===== src/rtl/tws_pkg.sv =====
// constants, field layout and state encoding of the two-wire engine
package tws_pkg;

	// ---------------------------------------------------------------
	// register map
	// ---------------------------------------------------------------
	localparam logic [7:0] A_CTRL = 8'h00;
	localparam logic [7:0] A_STAT = 8'h04;
	localparam logic [7:0] A_DATA = 8'h08;
	localparam logic [7:0] A_ADDR = 8'h0C;
	localparam logic [7:0] A_DIV  = 8'h10;

	localparam int C_EN  = 0;
	localparam int C_STA = 1;
	localparam int C_STO = 2;
	localparam int C_SI  = 3;
	localparam int C_AA  = 4;

	localparam int S_BUSY = 0;
	localparam int S_MST  = 1;
	localparam int S_ADR  = 2;
	localparam int S_TX   = 3;
	localparam int S_ACK  = 4;
	localparam int S_LOST = 5;
	localparam int S_GC   = 6;
	localparam int S_RW   = 7;

	localparam logic [7:0] DIV_RST = 8'h0E;
	localparam logic [7:0] DIV_MIN = 8'h02;
	localparam logic [7:0] GC_ADDR = 8'h00;
	localparam logic [1:0] RESP_OKAY   = 2'h0;
	localparam logic [1:0] RESP_SLVERR = 2'h2;
	localparam logic [1:0] OD_MODE     = 2'h3;
	localparam logic [1:0] PIN_MODE    = 2'h0;

	// ---------------------------------------------------------------
	// bus rates
	// ---------------------------------------------------------------
	localparam int CLK_HZ   = 50_000_000;
	localparam int STD_BPS  = 100_000;
	localparam int FAST_BPS = 400_000;
	localparam int DIV_STD  = CLK_HZ / STD_BPS - 1;
	localparam int DIV_FAST = CLK_HZ / FAST_BPS - 1;

	typedef enum logic [2:0] {
		MS_IDLE  = 3'h0,
		MS_START = 3'h1,
		MS_RUN   = 3'h3,
		MS_STOP  = 3'h2,
		MS_RSTRT = 3'h7
	} tws_ms_t;

endpackage


===== src/rtl/tws_engine.sv =====
// two-wire master/slave engine with axi4-lite register slave
//
// Added by the designer: the AXI4-Lite register port and the address map.
`timescale 1ns/10ps
module tws_engine
	import tws_pkg::*;
(
	input  wire logic        i_mclk,
	input  wire logic        i_reset_n,
	input  wire logic        i_ce,
	input  wire logic        i_awvalid,
	output logic             o_awready,
	input  wire logic [7:0]  i_awaddr,
	input  wire logic        i_wvalid,
	output logic             o_wready,
	input  wire logic [31:0] i_wdata,
	input  wire logic [3:0]  i_wstrb,
	output logic             o_bvalid,
	input  wire logic        i_bready,
	output logic [1:0]       o_bresp,
	input  wire logic        i_arvalid,
	output logic             o_arready,
	input  wire logic [7:0]  i_araddr,
	output logic             o_rvalid,
	input  wire logic        i_rready,
	output logic [31:0]      o_rdata,
	output logic [1:0]       o_rresp,
	input  wire logic        i_scl,
	output logic             o_scl,
	output logic             o_scl_oe,
	input  wire logic        i_sda,
	output logic             o_sda,
	output logic             o_sda_oe,
	output logic [1:0]       o_port_mode_high_select,
	output logic [1:0]       o_port_mode_low_select,
	output logic             o_port_schmitt_select
);
	import tws_pkg::*;

	typedef struct packed {
		logic        en;
		logic        sta;
		logic        sto;
		logic        si;
		logic        aa;
		logic [6:0]  own;
		logic        gc;
		logic [7:0]  div;
		logic [7:0]  dat;
		logic        aw_have;
		logic [7:0]  awa;
		logic        w_have;
		logic [31:0] wd;
		logic        ws;
		logic        bvalid;
		logic [1:0]  bresp;
		logic        rvalid;
		logic [31:0] rdata;
		logic [1:0]  rresp;
		logic        scl_q;
		logic        sda_q;
		logic        busy;
		tws_ms_t     ms;
		logic [1:0]  ph;
		logic [8:0]  cnt;
		logic        master;
		logic        lost;
		logic        addressed;
		logic        tx;
		logic        addr_ph;
		logic        rw;
		logic        ack;
		logic        gch;
		logic        arm;
		logic [3:0]  bitc;
		logic [7:0]  shf;
		logic        obit;
		logic        drl;
		logic        scl_lo;
		logic        ackdrv;
		logic        rsm;
	} tws_st_t;

	localparam tws_st_t ST_RST = '{div: DIV_RST, ms: MS_IDLE, obit: 1'b1,
		scl_q: 1'b1, sda_q: 1'b1, default: '0};

	tws_st_t    r;
	tws_st_t    n;
	logic [1:0] sy;
	logic       s_scl;
	logic       s_sda;
	logic       scl_rise;
	logic       scl_fall;
	logic       start_det;
	logic       stop_det;
	logic [7:0] div_eff;
	logic [8:0] lo9;
	logic [8:0] hi9;
	logic       tick;
	logic       hold;
	logic       hit;
	logic       aw_map;
	logic       awready;
	logic       wready;
	logic       arready;
	logic       data_low;

	// ---------------------------------------------------------------
	// line sampling
	// ---------------------------------------------------------------
	tws_sync #(
		.W(2)
	) u_sync (
		.i_mclk    (i_mclk),
		.i_reset_n (i_reset_n),
		.i_ce      (i_ce),
		.i_d       ({i_scl, i_sda}),
		.o_q       (sy)
	);

	assign s_scl     = sy[1];
	assign s_sda     = sy[0];
	assign scl_rise  = s_scl & ~r.scl_q;
	assign scl_fall  = ~s_scl & r.scl_q;
	assign start_det = s_scl & r.scl_q & r.sda_q & ~s_sda;
	assign stop_det  = s_scl & r.scl_q & ~r.sda_q & s_sda;

	// ---------------------------------------------------------------
	// bit timing
	// ---------------------------------------------------------------
	// 00H and 01H are clamped: below three cycles the sync delay breaks timing
	assign div_eff = (r.div < DIV_MIN) ? DIV_MIN : r.div;
	assign lo9     = ({1'b0, div_eff} + 9'h001) >> 1;
	assign hi9     = {1'b0, div_eff} + 9'h001 - lo9;
	assign tick    = (r.cnt == ((r.scl_lo ? lo9 : hi9) - 9'h001));
	// first two released cycles are sync latency, not stretching; stretch seen from DIV 4 up
	assign hold    = ~r.scl_lo & ~s_scl & (r.cnt >= 9'h002);

	assign hit = r.aa & (((r.shf[7:1] == r.own) & (r.shf != GC_ADDR))
		| (r.gc & (r.shf == GC_ADDR)));

	assign aw_map = (r.awa == A_CTRL) | (r.awa == A_STAT) | (r.awa == A_DATA)
		| (r.awa == A_ADDR) | (r.awa == A_DIV);

	assign awready = i_ce & ~r.aw_have & ~r.bvalid;
	assign wready  = i_ce & ~r.w_have & ~r.bvalid;
	assign arready = i_ce & ~r.rvalid;

	// ---------------------------------------------------------------
	// next state
	// ---------------------------------------------------------------
	always_comb begin
		n = r;
		n.rsm = 1'b0;
		n.scl_q = s_scl;
		n.sda_q = s_sda;

		if (i_awvalid && awready) begin
			n.aw_have = 1'b1;
			n.awa = i_awaddr;
		end
		if (i_wvalid && wready) begin
			n.w_have = 1'b1;
			n.wd = i_wdata;
			n.ws = i_wstrb[0];
		end
		if (r.bvalid && i_bready) begin
			n.bvalid = 1'b0;
		end
		if (r.aw_have && r.w_have) begin
			n.aw_have = 1'b0;
			n.w_have = 1'b0;
			n.bvalid = 1'b1;
			n.bresp = aw_map ? RESP_OKAY : RESP_SLVERR;
			if (r.ws) begin
				case (r.awa)
					A_CTRL: begin
						n.en = r.wd[C_EN];
						n.sta = r.wd[C_STA];
						n.sto = r.wd[C_STO];
						n.aa = r.wd[C_AA];
						// only a zero clears the event flag
						if (!r.wd[C_SI] && r.si) begin
							n.si = 1'b0;
							n.rsm = 1'b1;
						end
					end
					A_DATA: n.dat = r.wd[7:0];
					A_ADDR: begin
						n.own = r.wd[7:1];
						n.gc = r.wd[0];
					end
					A_DIV: n.div = r.wd[7:0];
					default: ;
				endcase
			end
		end

		if (i_arvalid && arready) begin
			n.rvalid = 1'b1;
			n.rresp = RESP_OKAY;
			n.rdata = 32'h0000_0000;
			case (i_araddr)
				A_CTRL: begin
					n.rdata[C_EN] = r.en;
					n.rdata[C_STA] = r.sta;
					n.rdata[C_STO] = r.sto;
					n.rdata[C_SI] = r.si;
					n.rdata[C_AA] = r.aa;
				end
				A_STAT: begin
					n.rdata[S_BUSY] = r.busy;
					n.rdata[S_MST] = r.master;
					n.rdata[S_ADR] = r.addressed;
					n.rdata[S_TX] = r.tx;
					n.rdata[S_ACK] = r.ack;
					n.rdata[S_LOST] = r.lost;
					n.rdata[S_GC] = r.gch;
					n.rdata[S_RW] = r.rw;
				end
				A_DATA: n.rdata[7:0] = r.dat;
				A_ADDR: n.rdata[7:0] = {r.own, r.gc};
				A_DIV: n.rdata[7:0] = r.div;
				default: n.rresp = RESP_SLVERR;
			endcase
		end else if (r.rvalid && i_rready) begin
			n.rvalid = 1'b0;
		end

		if (!r.en) begin
			n.ms = MS_IDLE;
			n.master = 1'b0;
			n.addressed = 1'b0;
			n.busy = 1'b0;
			n.drl = 1'b0;
			n.scl_lo = 1'b0;
			n.ackdrv = 1'b0;
			n.bitc = 4'h0;
			n.cnt = 9'h000;
		end else begin
			// master condition and clock generator
			case (r.ms)
				MS_IDLE: begin
					n.cnt = 9'h000;
					n.ph = 2'h0;
					if (r.sta && !r.busy && s_sda && s_scl && !r.si) begin
						n.ms = MS_START;
						n.master = 1'b1;
						n.lost = 1'b0;
						n.drl = 1'b1;
					end
				end
				MS_RUN: begin
					if (r.si) begin
						n.cnt = 9'h000;
					end else if (!hold) begin
						if (tick) begin
							n.cnt = 9'h000;
							n.scl_lo = ~r.scl_lo;
						end else begin
							n.cnt = r.cnt + 9'h001;
						end
					end
					if (r.rsm && r.sto) begin
						n.ms = MS_STOP;
						n.ph = 2'h0;
						n.cnt = 9'h000;
						n.drl = 1'b1;
					end else if (r.rsm && r.sta) begin
						n.ms = MS_RSTRT;
						n.ph = 2'h0;
						n.cnt = 9'h000;
						n.drl = 1'b0;
					end
				end
				default: begin
					if (!hold) begin
						if (tick) begin
							n.cnt = 9'h000;
							n.ph = r.ph + 2'h1;
						end else begin
							n.cnt = r.cnt + 9'h001;
						end
					end
					if (!hold && tick) begin
						case ({r.ms, r.ph})
							{MS_STOP, 2'h0}, {MS_RSTRT, 2'h0}: n.scl_lo = 1'b0;
							{MS_STOP, 2'h1}: n.drl = 1'b0;
							{MS_RSTRT, 2'h1}: n.drl = 1'b1;
							{MS_START, 2'h0}, {MS_RSTRT, 2'h2}: begin
								n.scl_lo = 1'b1;
								n.ms = MS_RUN;
								n.drl = 1'b0;
								n.si = 1'b1;
								n.tx = 1'b1;
								n.addr_ph = 1'b1;
								n.bitc = 4'h0;
								n.arm = 1'b0;
							end
							default: n.ph = r.ph;
						endcase
					end
				end
			endcase

			// byte engine driven by observed clock edges
			if (start_det) begin
				n.busy = 1'b1;
				n.bitc = 4'h0;
				n.arm = 1'b0;
				n.addr_ph = 1'b1;
				n.addressed = 1'b0;
				n.gch = 1'b0;
				n.tx = r.master;
			end
			if (scl_rise && r.busy) begin
				n.arm = 1'b1;
				if (r.bitc < 4'h8) begin
					n.shf = {r.shf[6:0], s_sda};
					if (r.master && !r.lost && r.tx && r.obit && !s_sda) begin
						n.lost = 1'b1;
					end
				end else begin
					n.ack = ~s_sda;
				end
			end
			if (scl_fall && r.busy && r.arm) begin
				if (r.bitc < 4'h7) begin
					n.bitc = r.bitc + 4'h1;
					n.obit = r.shf[7];
				end else if (r.bitc == 4'h7) begin
					n.bitc = 4'h8;
					n.dat = r.shf;
					n.obit = 1'b1;
					if (r.addr_ph) begin
						n.rw = r.shf[0];
						if (!(r.master && !r.lost) && hit) begin
							n.addressed = 1'b1;
							n.gch = (r.shf == GC_ADDR);
							n.ackdrv = 1'b1;
						end
					end else begin
						n.ackdrv = r.aa & ~r.tx
							& ((r.master & ~r.lost) | r.addressed);
					end
				end else begin
					n.bitc = 4'h0;
					n.ackdrv = 1'b0;
					n.obit = 1'b1;
					if (r.master && r.lost) begin
						n.master = 1'b0;
						n.ms = MS_IDLE;
						n.scl_lo = 1'b0;
						n.cnt = 9'h000;
					end
					if (r.master && !r.lost) begin
						n.si = 1'b1;
					end else if (r.addressed) begin
						n.si = 1'b1;
						if (r.tx ? !r.ack : !r.ackdrv) begin
							n.addressed = 1'b0;
						end
					end
					if (r.addr_ph) begin
						n.addr_ph = 1'b0;
						n.tx = (r.master && !r.lost) ? ~r.rw : r.rw;
					end
				end
			end
			if (r.rsm && r.tx) begin
				n.shf = r.dat;
				n.obit = r.dat[7];
			end
			if (stop_det) begin
				n.busy = 1'b0;
				n.master = 1'b0;
				n.addressed = 1'b0;
				n.lost = 1'b0;
				n.ms = MS_IDLE;
				n.sto = 1'b0;
				n.drl = 1'b0;
				n.scl_lo = 1'b0;
				n.ackdrv = 1'b0;
				n.obit = 1'b1;
				n.bitc = 4'h0;
			end
		end
	end

	always_ff @(posedge i_mclk or negedge i_reset_n) begin
		if (!i_reset_n) begin
			r <= ST_RST;
		end else if (i_ce) begin
			r <= n;
		end
	end

	// ---------------------------------------------------------------
	// outputs
	// ---------------------------------------------------------------
	// a lost master stops driving data at once but keeps the clock until the ninth pulse of the byte ends
	assign data_low = r.tx & ~r.obit & (r.bitc < 4'h8)
		& ((r.master & ~r.lost) | (r.addressed & ~r.master));

	assign o_sda    = 1'b0;
	assign o_scl    = 1'b0;
	assign o_sda_oe = r.en & ((r.ms == MS_RUN || r.ms == MS_IDLE)
		? (data_low | (r.ackdrv & (r.bitc == 4'h8))) : r.drl);
	assign o_scl_oe = r.en & ((r.master & r.scl_lo)
		| (r.si & r.addressed));

	assign o_port_mode_high_select = r.en ? OD_MODE : PIN_MODE;
	assign o_port_mode_low_select  = r.en ? OD_MODE : PIN_MODE;
	assign o_port_schmitt_select   = r.en;

	assign o_awready = awready;
	assign o_wready  = wready;
	assign o_bvalid  = r.bvalid;
	assign o_bresp   = r.bresp;
	assign o_arready = arready;
	assign o_rvalid  = r.rvalid;
	assign o_rdata   = r.rdata;
	assign o_rresp   = r.rresp;
endmodule


===== src/rtl/tws_sync.sv =====
// two-stage synchroniser for the bus lines
`timescale 1ns/10ps
module tws_sync #(
	parameter int W = 2
) (
	input  wire logic         i_mclk,
	input  wire logic         i_reset_n,
	input  wire logic         i_ce,
	input  wire logic [W-1:0] i_d,
	output logic      [W-1:0] o_q
);
	typedef struct packed {
		logic [W-1:0] q1;
		logic [W-1:0] q2;
	} tws_sy_t;

	tws_sy_t r;
	tws_sy_t n;

	// idle bus level is high, so reset to ones
	always_comb begin
		n = r;
		n.q1 = i_d;
		n.q2 = r.q1;
	end

	always_ff @(posedge i_mclk or negedge i_reset_n) begin
		if (!i_reset_n) begin
			r <= '1;
		end else if (i_ce) begin
			r <= n;
		end
	end

	assign o_q = r.q2;
endmodule


===== config.mk =====
export PLATFORM = sky130hd
export DESIGN_NAME = tws_engine
export DESIGN_NICKNAME = d
export VERILOG_FILES = /design/src/rtl/tws_pkg.sv /design/src/rtl/tws_engine.sv /design/src/rtl/tws_sync.sv
export SDC_FILE = /design/constraint.sdc
export NUM_CORES = 1
export LEC_CHECK = 0
export BUFFER_PORTS_ARGS = -buffer_cell sky130_fd_sc_hd__buf_2
export CORE_ASPECT_RATIO = 1.2
export CORE_MARGIN = 2
export CORE_UTILIZATION = 41
export CTS_CLUSTER_SIZE = 12
export DETAILED_ROUTE_END_ITERATION = 12
export REMOVE_ABC_BUFFERS = 1
export SYNTH_ARGS = -nofsm -noshare
export SYNTH_HDL_FRONTEND = slang
export SYNTH_HIERARCHICAL = 1
export SYNTH_SLANG_ARGS = --single-unit

===== constraint.sdc =====
create_clock -name i_mclk -period 7.5 [get_ports i_mclk]
set_input_delay 1.125 -clock i_mclk [delete_from_list [all_inputs] [get_ports i_mclk]]
set_output_delay 1.125 -clock i_mclk [all_outputs]
set_load 0.1 [all_outputs]

After elaboration in Yosys (flattened, before gate mapping):

Cells that the tools add are included.

* register bits after elaboration: 133
* output and inout bits: 50
* ROM bits: 0
* memories kept: 0
* latch bits: 0
* word-level logic and storage cells: 347
* bits of input ports: 62
* RAM bits: 0

* divide/modulo/power cells: 0
* shifts and indexed selects: 0
* bitwise logic cells: 54
* reductions and logical operators: 76
* equality and inequality tests: 33
* $add $sub $neg: 6
* muxes and demuxes: 131
* multiply operators: 0
* magnitude comparators: 4

Operators with widths (number)
* 8-bit two-way mux: 10
* 9-bit two-way mux: 6
* 1-bit two-way mux: 53
* 10-bit two-way mux: 5
* 4-bit two-way mux: 10
* 34-bit two-way mux: 1
* 11-bit two-way mux: 3
* 3-bit two-way mux: 11
* 8-bit by 4-bit equality test with 1-bit output (second input constant): 4
* 2-bit two-way mux: 16
* 4-bit AND reduction: 8
* 1-bit AND: 29
* 14-bit two-way mux: 2
* 28-bit two-way mux: 1
* 14-bit one-hot mux with 2 select lines: 1
* 27-bit two-way mux: 1
* 5-bit one-hot mux with 5 select lines: 1
* 1-bit logical AND: 24
* 8-bit logical NOT: 3
* 5-bit two-way mux: 4
* 2-bit AND reduction: 10
* 8-bit by 3-bit equality test with 1-bit output (second input constant): 2
* 8-bit by 5-bit equality test with 1-bit output (second input constant): 2
* 1-bit NOT: 16
* other kinds (44): 81

Longest topological paths before layout:

Gate-level depths: netlist of run 1.

* depth in word-level cells: 20
* gate-level depth with buffers: 23
* depth with buffers taken out: 19

Cells and area by module:

Netlist of run 1, hierarchy kept.

Modules (own cells, without submodules)
* tws_engine: seq. area each 2585.0 µm², cells an instance 786, times used 1, area an instance 7015.5 µm²
* tws_sync: seq. area each 105.1 µm², cells an instance 8, times used 1, area an instance 150.1 µm²

Worst setup path after synthesis of run 1:

OpenSTA, ideal clock, no wires.

* path type: register -> register
* start: register r[135] in the netlist's numbering
* end: register r[3] in the netlist's numbering
* data arrival time: 5.694 ns
* path buffers: 3
* setup time: 0.069 ns
* slack: 1.737 ns
* data required time: 7.431 ns
* period minus slack after synthesis: 5.763 ns
* cell stages (with the launch flop): 22
* cell sequence: dfstp_2 > buf_4 > clkbuf_1 > nor2_1 > a31oi_1 > inv_1 > ha_1 > buf_2 > xor2_1 > inv_2 > ha_1 > a21oi_1 > mux4_2 > or3_4 > a21o_1 > or2_0 > or4_4 > a211oi_4 > o211ai_2 > nor2b_4 > or4_1 > nand3_1

* longest elaborated chain between the ends: 10

Ends and longest elaborated chain
* start: declaration: line tws_engine.sv:87 `tws_st_t r;`
* start signal: assignment: line tws_engine.sv:394 `r <= n;`
* 8-bit by 2-bit < comparator with 1-bit output: line tws_engine.sv:132 `assign div_eff = (r.div < DIV_MIN) ? DIV_MIN : r.div;`
* 8-bit two-way mux *: line tws_engine.sv:132
* 8-bit by 1-bit adder with 9-bit output *: line tws_engine.sv:133, tws_engine.sv:134
* 9-bit by 8-bit subtractor with 9-bit output: line tws_engine.sv:134 `assign hi9 = {1'b0, div_eff} + 9'h001 - lo9;`
* 9-bit two-way mux *: line tws_engine.sv:135 `assign tick = (r.cnt == ((r.scl_lo ? lo9 : hi9) - 9'h001));`
* 9-bit by 1-bit subtractor with 9-bit output *: line tws_engine.sv:135
* 9-bit equality test *: line tws_engine.sv:135
* 1-bit logical AND *: line tws_engine.sv:285 `if (!hold && tick) begin`
* 5-bit by 1-bit inequality test with 1-bit output (no line) *
* 5-bit AND reduction (no line) *

Every way passes the cells marked *; elsewhere a longest branch is shown, timed or not.
A chain may end at the register's enable or synchronous reset.

Worst setup path in the final report of run 1:

* start: register r[137] in the netlist's numbering
* end: register r[32] in the netlist's numbering

* longest elaborated chain between the ends: 18
* elaborated cells between the ends (all ways): 21
* classes of those cells: 3 x add/sub; 1 x order compare; 1 x eq/ne; 16 x mux

Ends and longest elaborated chain
* 8-bit by 2-bit < comparator with 1-bit output: line tws_engine.sv:132
* 8-bit two-way mux *: line tws_engine.sv:132
* 8-bit by 1-bit adder with 9-bit output *: line tws_engine.sv:133, tws_engine.sv:134
* 9-bit by 8-bit subtractor with 9-bit output: line tws_engine.sv:134
* 9-bit two-way mux *: line tws_engine.sv:135
* 9-bit by 1-bit subtractor with 9-bit output *: line tws_engine.sv:135
* 9-bit equality test *: line tws_engine.sv:135
* 9-bit two-way mux *: line tws_engine.sv:257, tws_engine.sv:278
* (+2 left out)
* 14-bit two-way mux: line tws_engine.sv:269 `end else if (r.rsm && r.sta) begin`
* 14-bit two-way mux: line tws_engine.sv:264 `if (r.rsm && r.sto) begin`
* 14-bit one-hot mux with 2 select lines *: line tws_engine.sv:242 `case (r.ms)`
* 10-bit two-way mux: line tws_engine.sv:350 `if (r.master && r.lost) begin`
* 10-bit two-way mux: line tws_engine.sv:331 `end else if (r.bitc == 4'h7) begin`
* 10-bit two-way mux: line tws_engine.sv:328 `if (r.bitc < 4'h7) begin`
* 10-bit two-way mux *: line tws_engine.sv:327 `if (scl_fall && r.busy && r.arm) begin`
* 10-bit two-way mux *: line tws_engine.sv:230 `if (!r.en) begin`

Every way passes the cells marked *; elsewhere a longest branch is shown, timed or not. The select of a mux whose other input is x is not followed.

==> summary.txt, run 1 <==
Status
  • Status: finished clean

Pwr
  • Lkg Pwr: 3.394 nW
  • Clock power share: 26.7%
  • Design Power: 0.001850 W
  • Switching power total: 0.0007405 W
  • Logic pwr share: 32.0%
  • Reg power frac: 41.3%
  • Power Density: 240.8 nW/um^2
  • VDD IR max: 0.0002500 V
  • Switch share: 40.02%
  • P_int: 0.001110 W

Worst setup path
  • Worst flop-to-flop path startpoint: r[137]
  • Critical path endpoint category: flop
  • Crit path capture: r[32]
  • Buf/Inv on CP: 2
  • Crit path cell chain: nor2_1 > a31oi_1 > inv_1 > ha_1 > xor2_1 > inv_2 > ha_1 > a21oi_1 > mux4_2 > or3_4 > a211o_1 > or3_1 > a2111oi_0 > o21a_1 > o211ai_2 > nand2b_1 > nor3_1 > o22a_1
  • Critical Path Most Common Cell: ha_1
  • Critical-path top delay cell: dfrtp_1
  • RR Endpoint: r[32]
  • CP Depth: 18
  • Reg2Reg Depth: 18
  • Top delay family on crit path: compound AO/OA/AOI/OAI gates
  • Crit path from: r[137]
  • Worst EP required: 7.75 ns
  • Max FO, Critical Path: 22
  • R2r setup slk: 1.14 ns
  • CP max stage delay: 0.75 ns
  • CP arrival: 6.61 ns
  • Setup CP Type: flop to flop
  • CP Launch Type: flop

Clocking
  • CTS tree: yes
  • Clk root buf: clkbuf_16
  • Setup bufs post-CTS: 0
  • Clock Latency Late Sink: 0.37 ns
  • H-tree lvl count: 3
  • CTS sink cnt: 107
  • CTS Buf Count: 9
  • Max clock buf depth: 2
  • Hold buffers post-CTS: 0
  • Post-CTS resize count: 0
  • CTS clk-pin slew, worst paths: 0.08 ns

Synthesis
  • Ys Warns: 6
  • Synth Register Bits: 107
  • Most used DFF post-synth: dfrtp_1
  • Yosys cell types: 76
  • Cells after Synth: 794
  • FFs w/ async S/R, synth: 100.0%
  • Top cell type's share of synthesized area: 33.87%
  • Synth Cell Area: 7166 um^2
  • Area contributors post-synth: dfrtp_1, mux2_2, buf_4, nand2_1, mux2i_1
  • Sequential share of the synthesized area: 37.54%
  • Syn_area_per_cell: 9.025 um^2
  • Number of synthesized flops with an enable pin: 0
  • Largest area contributor in the synthesized netlist: dfrtp_1

Layout
  • Layout cell share with drive strength beyond 1: 18.06%
  • Diode count: 0
  • # nets final: 884
  • FF+latch area: 2690 um^2
  • Final instance area: 7684 um^2
  • Area growth, synth to finish: 7.229%
  • Multi-input logic area: 4024 um^2
  • Fillers: 1718

Timing
  • Rel. slew slack: 31.13%
  • Final Setup Violations: 0
  • Hold Fails Final Rpt: 0
  • Layout Skew: 0.01208 ns
  • Tcrit/Tclk final: 84.79%
  • Final Critical Period: 6.360 ns
  • Measured slew at the worst slew-check pin: 1.033 ns
  • Setup TNS: 0 ns
  • Fin. max-slew vios: 0
  • Unrepaired setup endpoints after global routing: false
  • Max Fclk: 157.2 MHz

Floorplan
  • IO Pins: 112
  • Die Span X: 124.7 um
  • # rows: 52
  • Die Height: 148.8 um
  • Starting Density: 42.20%
  • Die area: 18550 um^2
  • Core Box Area: 16980 um^2

Placement
  • Port Buf Inserts: 56
  • Routability cong.: 0.8180
  • Area post-placement: 7372 um^2
  • Final HPWL DP: 12.79 mm

Flow run
  • Number of max-cap violations: 0

Detailed routing
  • WL final: 17.69 mm
  • Wire per inst: 17.17 um
  • Via count: 5742
  • Via density per instance: 5.575
  • Pre-Repair DR Iteration Count: 4
  • Post-DRT Antenna Nets: 0
  • DRC viols: 0
  • DRT iter0 DRCs: 341

GRT
  • Global-route wire length before repair: 29.21 mm
  • Vias in the first global route: 5481
  • Initial antenna violation count: 0
  • GRT Util Overall: 19.56%
  • GR Overflow Total: 0
  • Largest net degree at the start of global routing: 82

Hold path
  • Hold Crit Depth: 2
  • Min-Delay Path Class: flop to flop
[cell families (layout without fill, tap and decap cells)]
logic type / Yosys count / in the layout / synth area share, %
compound gates: 185 / 185 / 17.02
xor+xnor: 33 / 33 / 4.714
fa+ha+maj: 13 / 13 / 2.375
buf+inv: 103 / 96 / 7.718
flops: 107 / 107 / 37.54
mux: 75 / 75 / 11.44
other cells: 1 / 28 / 0.05233
simple gates: 277 / 277 / 19.14
[worst min-delay path by stage]
stage               startpoint    endpoint  slack [ns]
floorplan                r[17]       r[17]        0.45
global placement    o_rdata[1]  o_rdata[1]        0.46
detailed placement       r[17]       r[17]        0.47
CTS                      r[17]       r[17]        0.49
finish              o_rdata[4]  o_rdata[4]        0.48
global route        o_bresp[1]  o_bresp[1]        0.52
[layout make-up]
| class | count | share of cell area (%) |
|---|---|---|
| timing repair buffer | 60 | 4.071 |
| inverter | 20 | 0.9770 |
| sequential | 107 | 35.01 |
| clock buffer | 9 | 2.931 |
| clock inverter | 7 | 1.124 |
| tap | 216 | 3.517 |
| multi-input combinational | 611 | 52.37 |
[synthesized netlist by cell type (8+ instances only)]
master and instances:
a21oi_1 42, and2_1 9, buf_4 43, clkbuf_1 32, dfrtp_1 97, dfstp_2 10
ha_1 12, inv_1 18, mux2_2 45, mux2i_1 29, nand2_1 80, nand3_1 24
nor2_1 70, nor2b_1 12, nor3_1 17, o21ai_0 46, o22ai_1 17, o31ai_1 8
xnor2_1 17, xor2_1 12
[worst min-delay path: stages, from the launching register on]
cell	delay, ns
dfrtp_1	0.34
nand2_1	0.04
o21ai_0	0.06
[state kept, by name, summed over array words and instances, names as in the netlist, 2 cells and up]
register / cells
u_sync/o_q: 2
r: 90
o_rdata: 8
u_sync/n: 2
[layer usage]
metal  GRT usage [%]  wire, um  vias to the layer above
met5               0         0                        -
met4           6.742       315                        0
met3           3.121       534                       19
met2           33.52      8805                      101
met1           25.26      8030                     2807
li1                -         -                     2815
[power groups by stage]
stage	sequential (W)	clock [W]	combinational, W
floorplan	0.000806	0	0.000417
global placement	0.000775	0	0.000589
detailed placement	0.000776	0	0.000597
CTS	0.000765	0.000507	0.000598
global route	0.000778	0.000531	0.000647
finish	0.000764	0.000494	0.000593
[cell usage in the layout, fill, tap and decap left out, drive strengths merged, types with 4 or more instances in the layout]
cell type,instances
and2,9
nand4b,5
and3,6
nor4,7
xor2,12
nor2b,13
nor3b,4
mux2i,29
dfstp,10
o21ai,46
or3,8
conb,28
dfrtp,97
a22o,4
o21a,6
xnor2,18
nand3b,5
nand2,80
mux2,45
clkbuf,9
clkinv,4
o22a,6
or4,5
o211ai,8
nand4,7
or2,6
a21oi,42
ha,12
a31oi,7
nand2b,5
nor3,17
nor2,70
o22ai,17
a21o,6
inv,23
buf,60
o31ai,8
nand3,24
[per-stage QoR]
step	std cells	setup WS, ns	utilization [%]	hold WS, ns
floorplan	738	0.9327	-	0.4501
global placement	1014	1.154	43.41	0.4591
detailed placement	1014	1.133	43.41	0.4671
CTS	1030	1.097	45.25	0.4858
global route	1030	0.5062	45.25	0.5221
finish	1030	1.140	45.25	0.4797
(Power assumes the default switching activity.)
==> run 2: changes to the inputs <==
==> constraint.sdc (replaced) <==
create_clock -name i_mclk -period 6.6 [get_ports i_mclk]
set_input_delay 0.99 -clock i_mclk [delete_from_list [all_inputs] [get_ports i_mclk]]
set_output_delay 0.99 -clock i_mclk [all_outputs]
set_load 0.1 [all_outputs]
==> summary.txt, run 2 (synthesized netlist as in run 1, its figures left out) <==
Clocking
  • Hold buffers post-CTS: 0 (unchanged)
  • Clock Latency Late Sink: 0.37 ns (about the same)
  • Max clock buf depth: 2 (unchanged)
  • CTS Buf Count: 9 (unchanged)
  • Setup bufs post-CTS: 0 (unchanged)
  • H-tree lvl count: 3 (unchanged)
  • Clk root buf: clkbuf_16 (unchanged)
  • CTS sink cnt: 107 (unchanged)
  • CTS tree: yes (unchanged)
  • Post-CTS resize count: 0 (unchanged)
  • CTS clk-pin slew, worst paths: 0.08 ns (about the same)

Detailed routing
  • Wire per inst: 17.08 um (was 17.17 um)
  • Post-DRT Antenna Nets: 0 (unchanged)
  • DRC viols: 0 (unchanged)
  • Via count: 5769 (was 5742)
  • WL final: 17.69 mm (about the same)
  • DRT iter0 DRCs: 360 (was 341)
  • Pre-Repair DR Iteration Count: 5 (was 4)
  • Via density per instance: 5.569 (was 5.575)

Floorplan
  • Core Box Area: 16980 um^2 (unchanged)
  • # rows: 52 (unchanged)
  • IO Pins: 112 (unchanged)
  • Starting Density: 42.20% (unchanged)
  • Die Height: 148.8 um (unchanged)
  • Die Span X: 124.7 um (unchanged)
  • Die area: 18550 um^2 (unchanged)

Flow run
  • Number of max-cap violations: 0 (unchanged)

Worst setup path
  • CP Launch Type: flop (unchanged)
  • R2r setup slk: 0.56 ns (was 1.14 ns)
  • Reg2Reg Depth: 18 (unchanged)
  • CP arrival: 6.35 ns (was 6.61 ns)
  • Max FO, Critical Path: 18 (was 22)
  • Worst EP required: 6.91 ns (was 7.75 ns)
  • Setup CP Type: flop to flop (unchanged)
  • Worst flop-to-flop path startpoint: r[135] (was r[137])
  • Critical path endpoint category: flop (unchanged)
  • RR Endpoint: r[29] (was r[32])

Pwr
  • Lkg Pwr: 3.419 nW (was 3.394 nW)
  • VDD IR max: 0.0002578 V (was 0.0002500 V)
  • Power Density: 272.3 nW/um^2 (was 240.8 nW/um^2)

Layout
  • # nets final: 890 (was 884)
  • Area growth, synth to finish: 7.770% (was 7.229%)
  • Most common cell after layout, fill and taps aside: dfrtp_1 (unchanged)
  • Diode count: 0 (unchanged)
  • Max reg flops: 90 (unchanged)
  • Fillers: 1676 (was 1718)
  • Top reg by flops: r (unchanged)
  • Utilization after layout: 45.48% (was 45.25%)
  • Commonest non-fill, non-tap cells in the layout: dfrtp_1, nand2_1, nor2_1 (unchanged)
  • Layout cell share with drive strength beyond 1: 18.66% (was 18.06%)

GRT
  • Initial antenna violation count: 0 (unchanged)
  • GR Overflow Total: 0 (unchanged)
  • Vias in the first global route: 5518 (was 5481)
  • GRT Util Overall: 19.58% (was 19.56%)
  • Global-route wire length before repair: 29.23 mm (was 29.21 mm)
  • Largest net degree at the start of global routing: 57 (was 82)

Timing
  • Setup TNS: 0 ns (unchanged)
  • Final Setup Violations: 0 (unchanged)
  • Unrepaired setup endpoints after global routing: false (unchanged)
  • Max Fclk: 165.5 MHz (was 157.2 MHz)
  • Final Critical Period: 6.041 ns (was 6.360 ns)
  • Measured slew at the worst slew-check pin: 0.7425 ns (was 1.033 ns)
  • Fin. max-slew vios: 0 (unchanged)
  • Rel. slew slack: 49.87% (was 31.13%)
  • Tcrit/Tclk final: 91.53% (was 84.79%)
  • Layout Skew: 0.01055 ns (was 0.01208 ns)
  • Hold Fails Final Rpt: 0 (unchanged)

Placement
  • Port Buf Inserts: 56 (unchanged)
  • Routability cong.: 0.8042 (was 0.8180)
  • Final HPWL DP: 12.91 mm (was 12.79 mm)

Hold path
  • Hold Crit Depth: 1 (was 2)
  • Hold path start: o_bresp[1] (was o_rdata[4])
  • Worst hold path endpoint: o_bresp[1] (was o_rdata[4])
  • Min-Delay Path Class: flop to flop (unchanged)

Status
  • Status: finished clean (unchanged)
## run 2: stage by stage
step / hold slack (ns) / instances / worst slack [ns] / cell area [um^2] / power [W]
finish: 0.4796 / 1036 / 0.5591 / 7722 / 0.002103
CTS: 0.4862 / 1036 / 0.5343 / 7722 / 0.002123
global route: 0.5011 / 1036 / 0.1332 / 7722 / 0.002221
floorplan: 0.4501 / 738 / 0.1677 / 6789 / 0.001390
detailed placement: 0.4651 / 1020 / 0.5754 / 7417 / 0.001565
global placement: 0.4600 / 1020 / 0.6446 / 7417 / 0.001557
## run 2: final cells by class
type	instances	area (um^2)	area share [%]
multi-input cells	611	4024	52.11
repair buffers	66	357.8	4.634
flip-flops and latches	107	2690	34.83
clock inverters	7	80.08	1.037
well taps	216	270.3	3.500
clock buffers	9	225.2	2.916
inverters	20	75.07	0.9721
## run 2: how the worst max path moves through the flow
stage | depth (start not counted) | startpoint | endpoint | slack (ns)
5_1_grt | 18 | r[135] | r[32] | 0.13
3_5_place_dp | 18 | r[135] | r[32] | 0.58
2_1_floorplan | 2 | o_port_schmitt_select | o_sda_oe | 0.17
6_report | 18 | r[135] | r[29] | 0.56
3_3_place_gp | 18 | r[135] | r[29] | 0.64
4_1_cts | 18 | r[135] | r[29] | 0.53
## run 2: worst max-delay path, stage by stage (launching register included)
cell	delay, ns
dfstp_2	0.75
nor2_1	0.14
a31oi_1	0.41
inv_1	0.08
ha_1	0.22
xor2_1	0.33
inv_2	0.07
ha_1	0.28
a21oi_1	0.33
mux4_2	0.59
or3_4	0.36
a211o_1	0.34
a2111oi_0	0.43
xnor3_1	0.28
and4_1	0.25
o211ai_2	0.32
nand2b_1	0.38
nor3_1	0.27
o22a_1	0.15
## run 2: layer usage
layer  vias to the layer above  wire length (um)  track usage, %
met5                         -                 0               0
met4                         0               361           7.697
met3                        30               568           3.121
met2                        92              8889           33.66
met1                      2809              7872           24.81
li1                       2838                 -               -
## run 2: where the power goes
part           internal [W]  switching, W
Combinational      0.000242      0.000443
Clock              0.000270      0.000284
Sequential         0.000749      0.000115
==> run 3: changes to the inputs <==
==> constraint.sdc (replaced) <==
create_clock -name i_mclk -period 6.57 [get_ports i_mclk]
set_input_delay 0.9855 -clock i_mclk [delete_from_list [all_inputs] [get_ports i_mclk]]
set_output_delay 0.9855 -clock i_mclk [all_outputs]
set_load 0.1 [all_outputs]
==> summary.txt, run 3 (synthesized netlist as in run 1, its figures left out) <==
Worst setup path
  • Critical path endpoint category: flop (unchanged)
  • CP Launch Type: flop (unchanged)
  • Max FO, Critical Path: 18 (unchanged)
  • Worst EP required: 6.88 ns (was 6.91 ns)
  • CP arrival: 6.26 ns (was 6.35 ns)
  • Setup CP Type: flop to flop (unchanged)

Pwr
  • Design Power: 0.002123 W (was 0.002103 W)
  • Lkg Pwr: 3.424 nW (was 3.419 nW)
  • VDD IR max: 0.0003077 V (was 0.0002578 V)
  • Power Density: 274.8 nW/um^2 (was 272.3 nW/um^2)

Placement
  • Routability cong.: 0.8110 (was 0.8042)
  • Port Buf Inserts: 56 (unchanged)
  • Placed cells: 1020 (unchanged)
  • Area post-placement: 7417 um^2 (unchanged)
  • Final HPWL DP: 12.85 mm (was 12.91 mm)

Floorplan
  • Starting Density: 42.20% (unchanged)
  • Die area: 18550 um^2 (unchanged)
  • Die Span X: 124.7 um (unchanged)
  • Core Box Area: 16980 um^2 (unchanged)
  • IO Pins: 112 (unchanged)
  • # rows: 52 (unchanged)
  • Die Height: 148.8 um (unchanged)

Detailed routing
  • Pre-Repair DR Iteration Count: 5 (unchanged)
  • Via density per instance: 5.603 (was 5.569)
  • Met2 routed WL: 9.138 mm (was 8.889 mm)
  • Wire per inst: 17.34 um (was 17.08 um)
  • Post-DRT Antenna Nets: 0 (unchanged)
  • Met1 WL: 7.921 mm (was 7.872 mm)
  • DRT iter0 DRCs: 385 (was 360)
  • DRC viols: 0 (unchanged)
  • WL final: 17.96 mm (was 17.69 mm)
  • WL met3: 592 um (was 568 um)
  • Max Used Layer: met4 (unchanged)
  • Via count: 5805 (was 5769)

Layout
  • Fillers: 1655 (was 1676)
  • Commonest non-fill, non-tap cells in the layout: dfrtp_1, nand2_1, nor2_1 (unchanged)
  • FF+latch area: 2690 um^2 (unchanged)
  • Top reg by flops: r (unchanged)
  • Final instance area: 7724 um^2 (was 7722 um^2)
  • # nets final: 890 (unchanged)
  • Multi-input logic area: 4024 um^2 (unchanged)
  • Diode count: 0 (unchanged)
  • Area growth, synth to finish: 7.788% (was 7.770%)
  • Utilization after layout: 45.48% (about the same)
  • Most common cell after layout, fill and taps aside: dfrtp_1 (unchanged)
  • Layout cell share with drive strength beyond 1: 18.66% (unchanged)
  • Layout Cells excl Fill: 1036 (unchanged)
  • Max reg flops: 90 (unchanged)

Clocking
  • Max clock buf depth: 2 (unchanged)
  • CTS clk-pin slew, worst paths: 0.08 ns (about the same)
  • Setup bufs post-CTS: 0 (unchanged)
  • CTS sink cnt: 107 (unchanged)
  • CTS Buf Count: 9 (unchanged)
  • Clk root buf: clkbuf_16 (unchanged)
  • H-tree lvl count: 3 (unchanged)
  • CTS tree: yes (unchanged)
  • Clock Latency Late Sink: 0.37 ns (about the same)
  • Post-CTS resize count: 0 (unchanged)
  • Hold buffers post-CTS: 0 (unchanged)

Status
  • Status: finished clean (unchanged)

Timing
  • Hold Fails Final Rpt: 0 (unchanged)
  • Final Critical Period: 5.945 ns (was 6.041 ns)
  • Fin. max-slew vios: 0 (unchanged)
  • Final Setup Violations: 0 (unchanged)
  • Unrepaired setup endpoints after global routing: false (unchanged)
  • Measured slew at the worst slew-check pin: 0.8175 ns (was 0.7425 ns)
  • Setup TNS: 0 ns (unchanged)
  • Layout Skew: 0.006014 ns (was 0.01055 ns)
  • Tcrit/Tclk final: 90.49% (was 91.53%)
  • Max Fclk: 168.2 MHz (was 165.5 MHz)
  • Rel. slew slack: 45.50% (was 49.87%)

GRT
  • Global-route wire length before repair: 29.28 mm (was 29.23 mm)
  • GR Overflow Total: 0 (unchanged)
  • Initial antenna violation count: 0 (unchanged)
  • GRT Util Overall: 19.67% (was 19.58%)
  • Vias in the first global route: 5562 (was 5518)
  • Largest net degree at the start of global routing: 65 (was 57)

Flow run
  • Number of max-cap violations: 0 (unchanged)

Hold path
  • Min-Delay Path Class: flop to flop (unchanged)
run 3: metal layers:
metal,GRT usage [%],up-vias
met2,34.18,111
met5,0,-
li1,-,2823
met3,2.941,18
met4,6.517,0
met1,25.25,2853
run 3: where the power goes:
group,switching (W),internal (W),total (W)
combinational,0.000445,0.000243,0.000689
sequential,0.000113,0.000753,0.000866
clock,0.000295,0.000273,0.000568
run 3: path summary, 6_finish.rpt:
path / slack (ns) / to / start / cells after the start
max in group asynchronous: 4.70 / r[1] / i_reset_n / 2
max: 0.62 / r[29] / r[135] / 18
max reg2reg: 0.62 / r[29] / r[135] / 18
min reg2reg: 0.48 / r[17] / r[17] / 1
min: 0.48 / r[17] / r[17] / 1
min in group asynchronous: 0.63 / o_rvalid / i_reset_n / 1
run 3: cell type report:
cell class	count	area share (%)
multi-input combinational	611	52.10
sequential	107	34.83
timing repair buffer	66	4.633
tap	216	3.499
clock buffer	9	2.916
clock inverter	7	1.053
inverter	20	0.9720
run 3: worst max-delay path: stages, from the launching register on:
cell and delay, ns:
dfstp_2 0.75, nor2_1 0.13, a31oi_1 0.38, inv_1 0.09
ha_1 0.22, xor2_1 0.34, inv_2 0.07, ha_1 0.27
a21oi_1 0.31, mux4_2 0.58, or3_4 0.36, a211o_1 0.33
a2111oi_0 0.42, xnor3_1 0.28, and4_1 0.25, o211ai_2 0.31
nand2b_1 0.37, nor3_1 0.28, o22a_1 0.15
run 3: metrics by stage:
step | hold slack [ns] | setup WS, ns
final | 0.4830 | 0.6245
after global routing | 0.4957 | 0.2118
after CTS | 0.4854 | 0.6154
after detailed placement | 0.4669 | 0.6286
after global placement | 0.4605 | 0.6141
after floorplan | 0.4501 | 0.1422
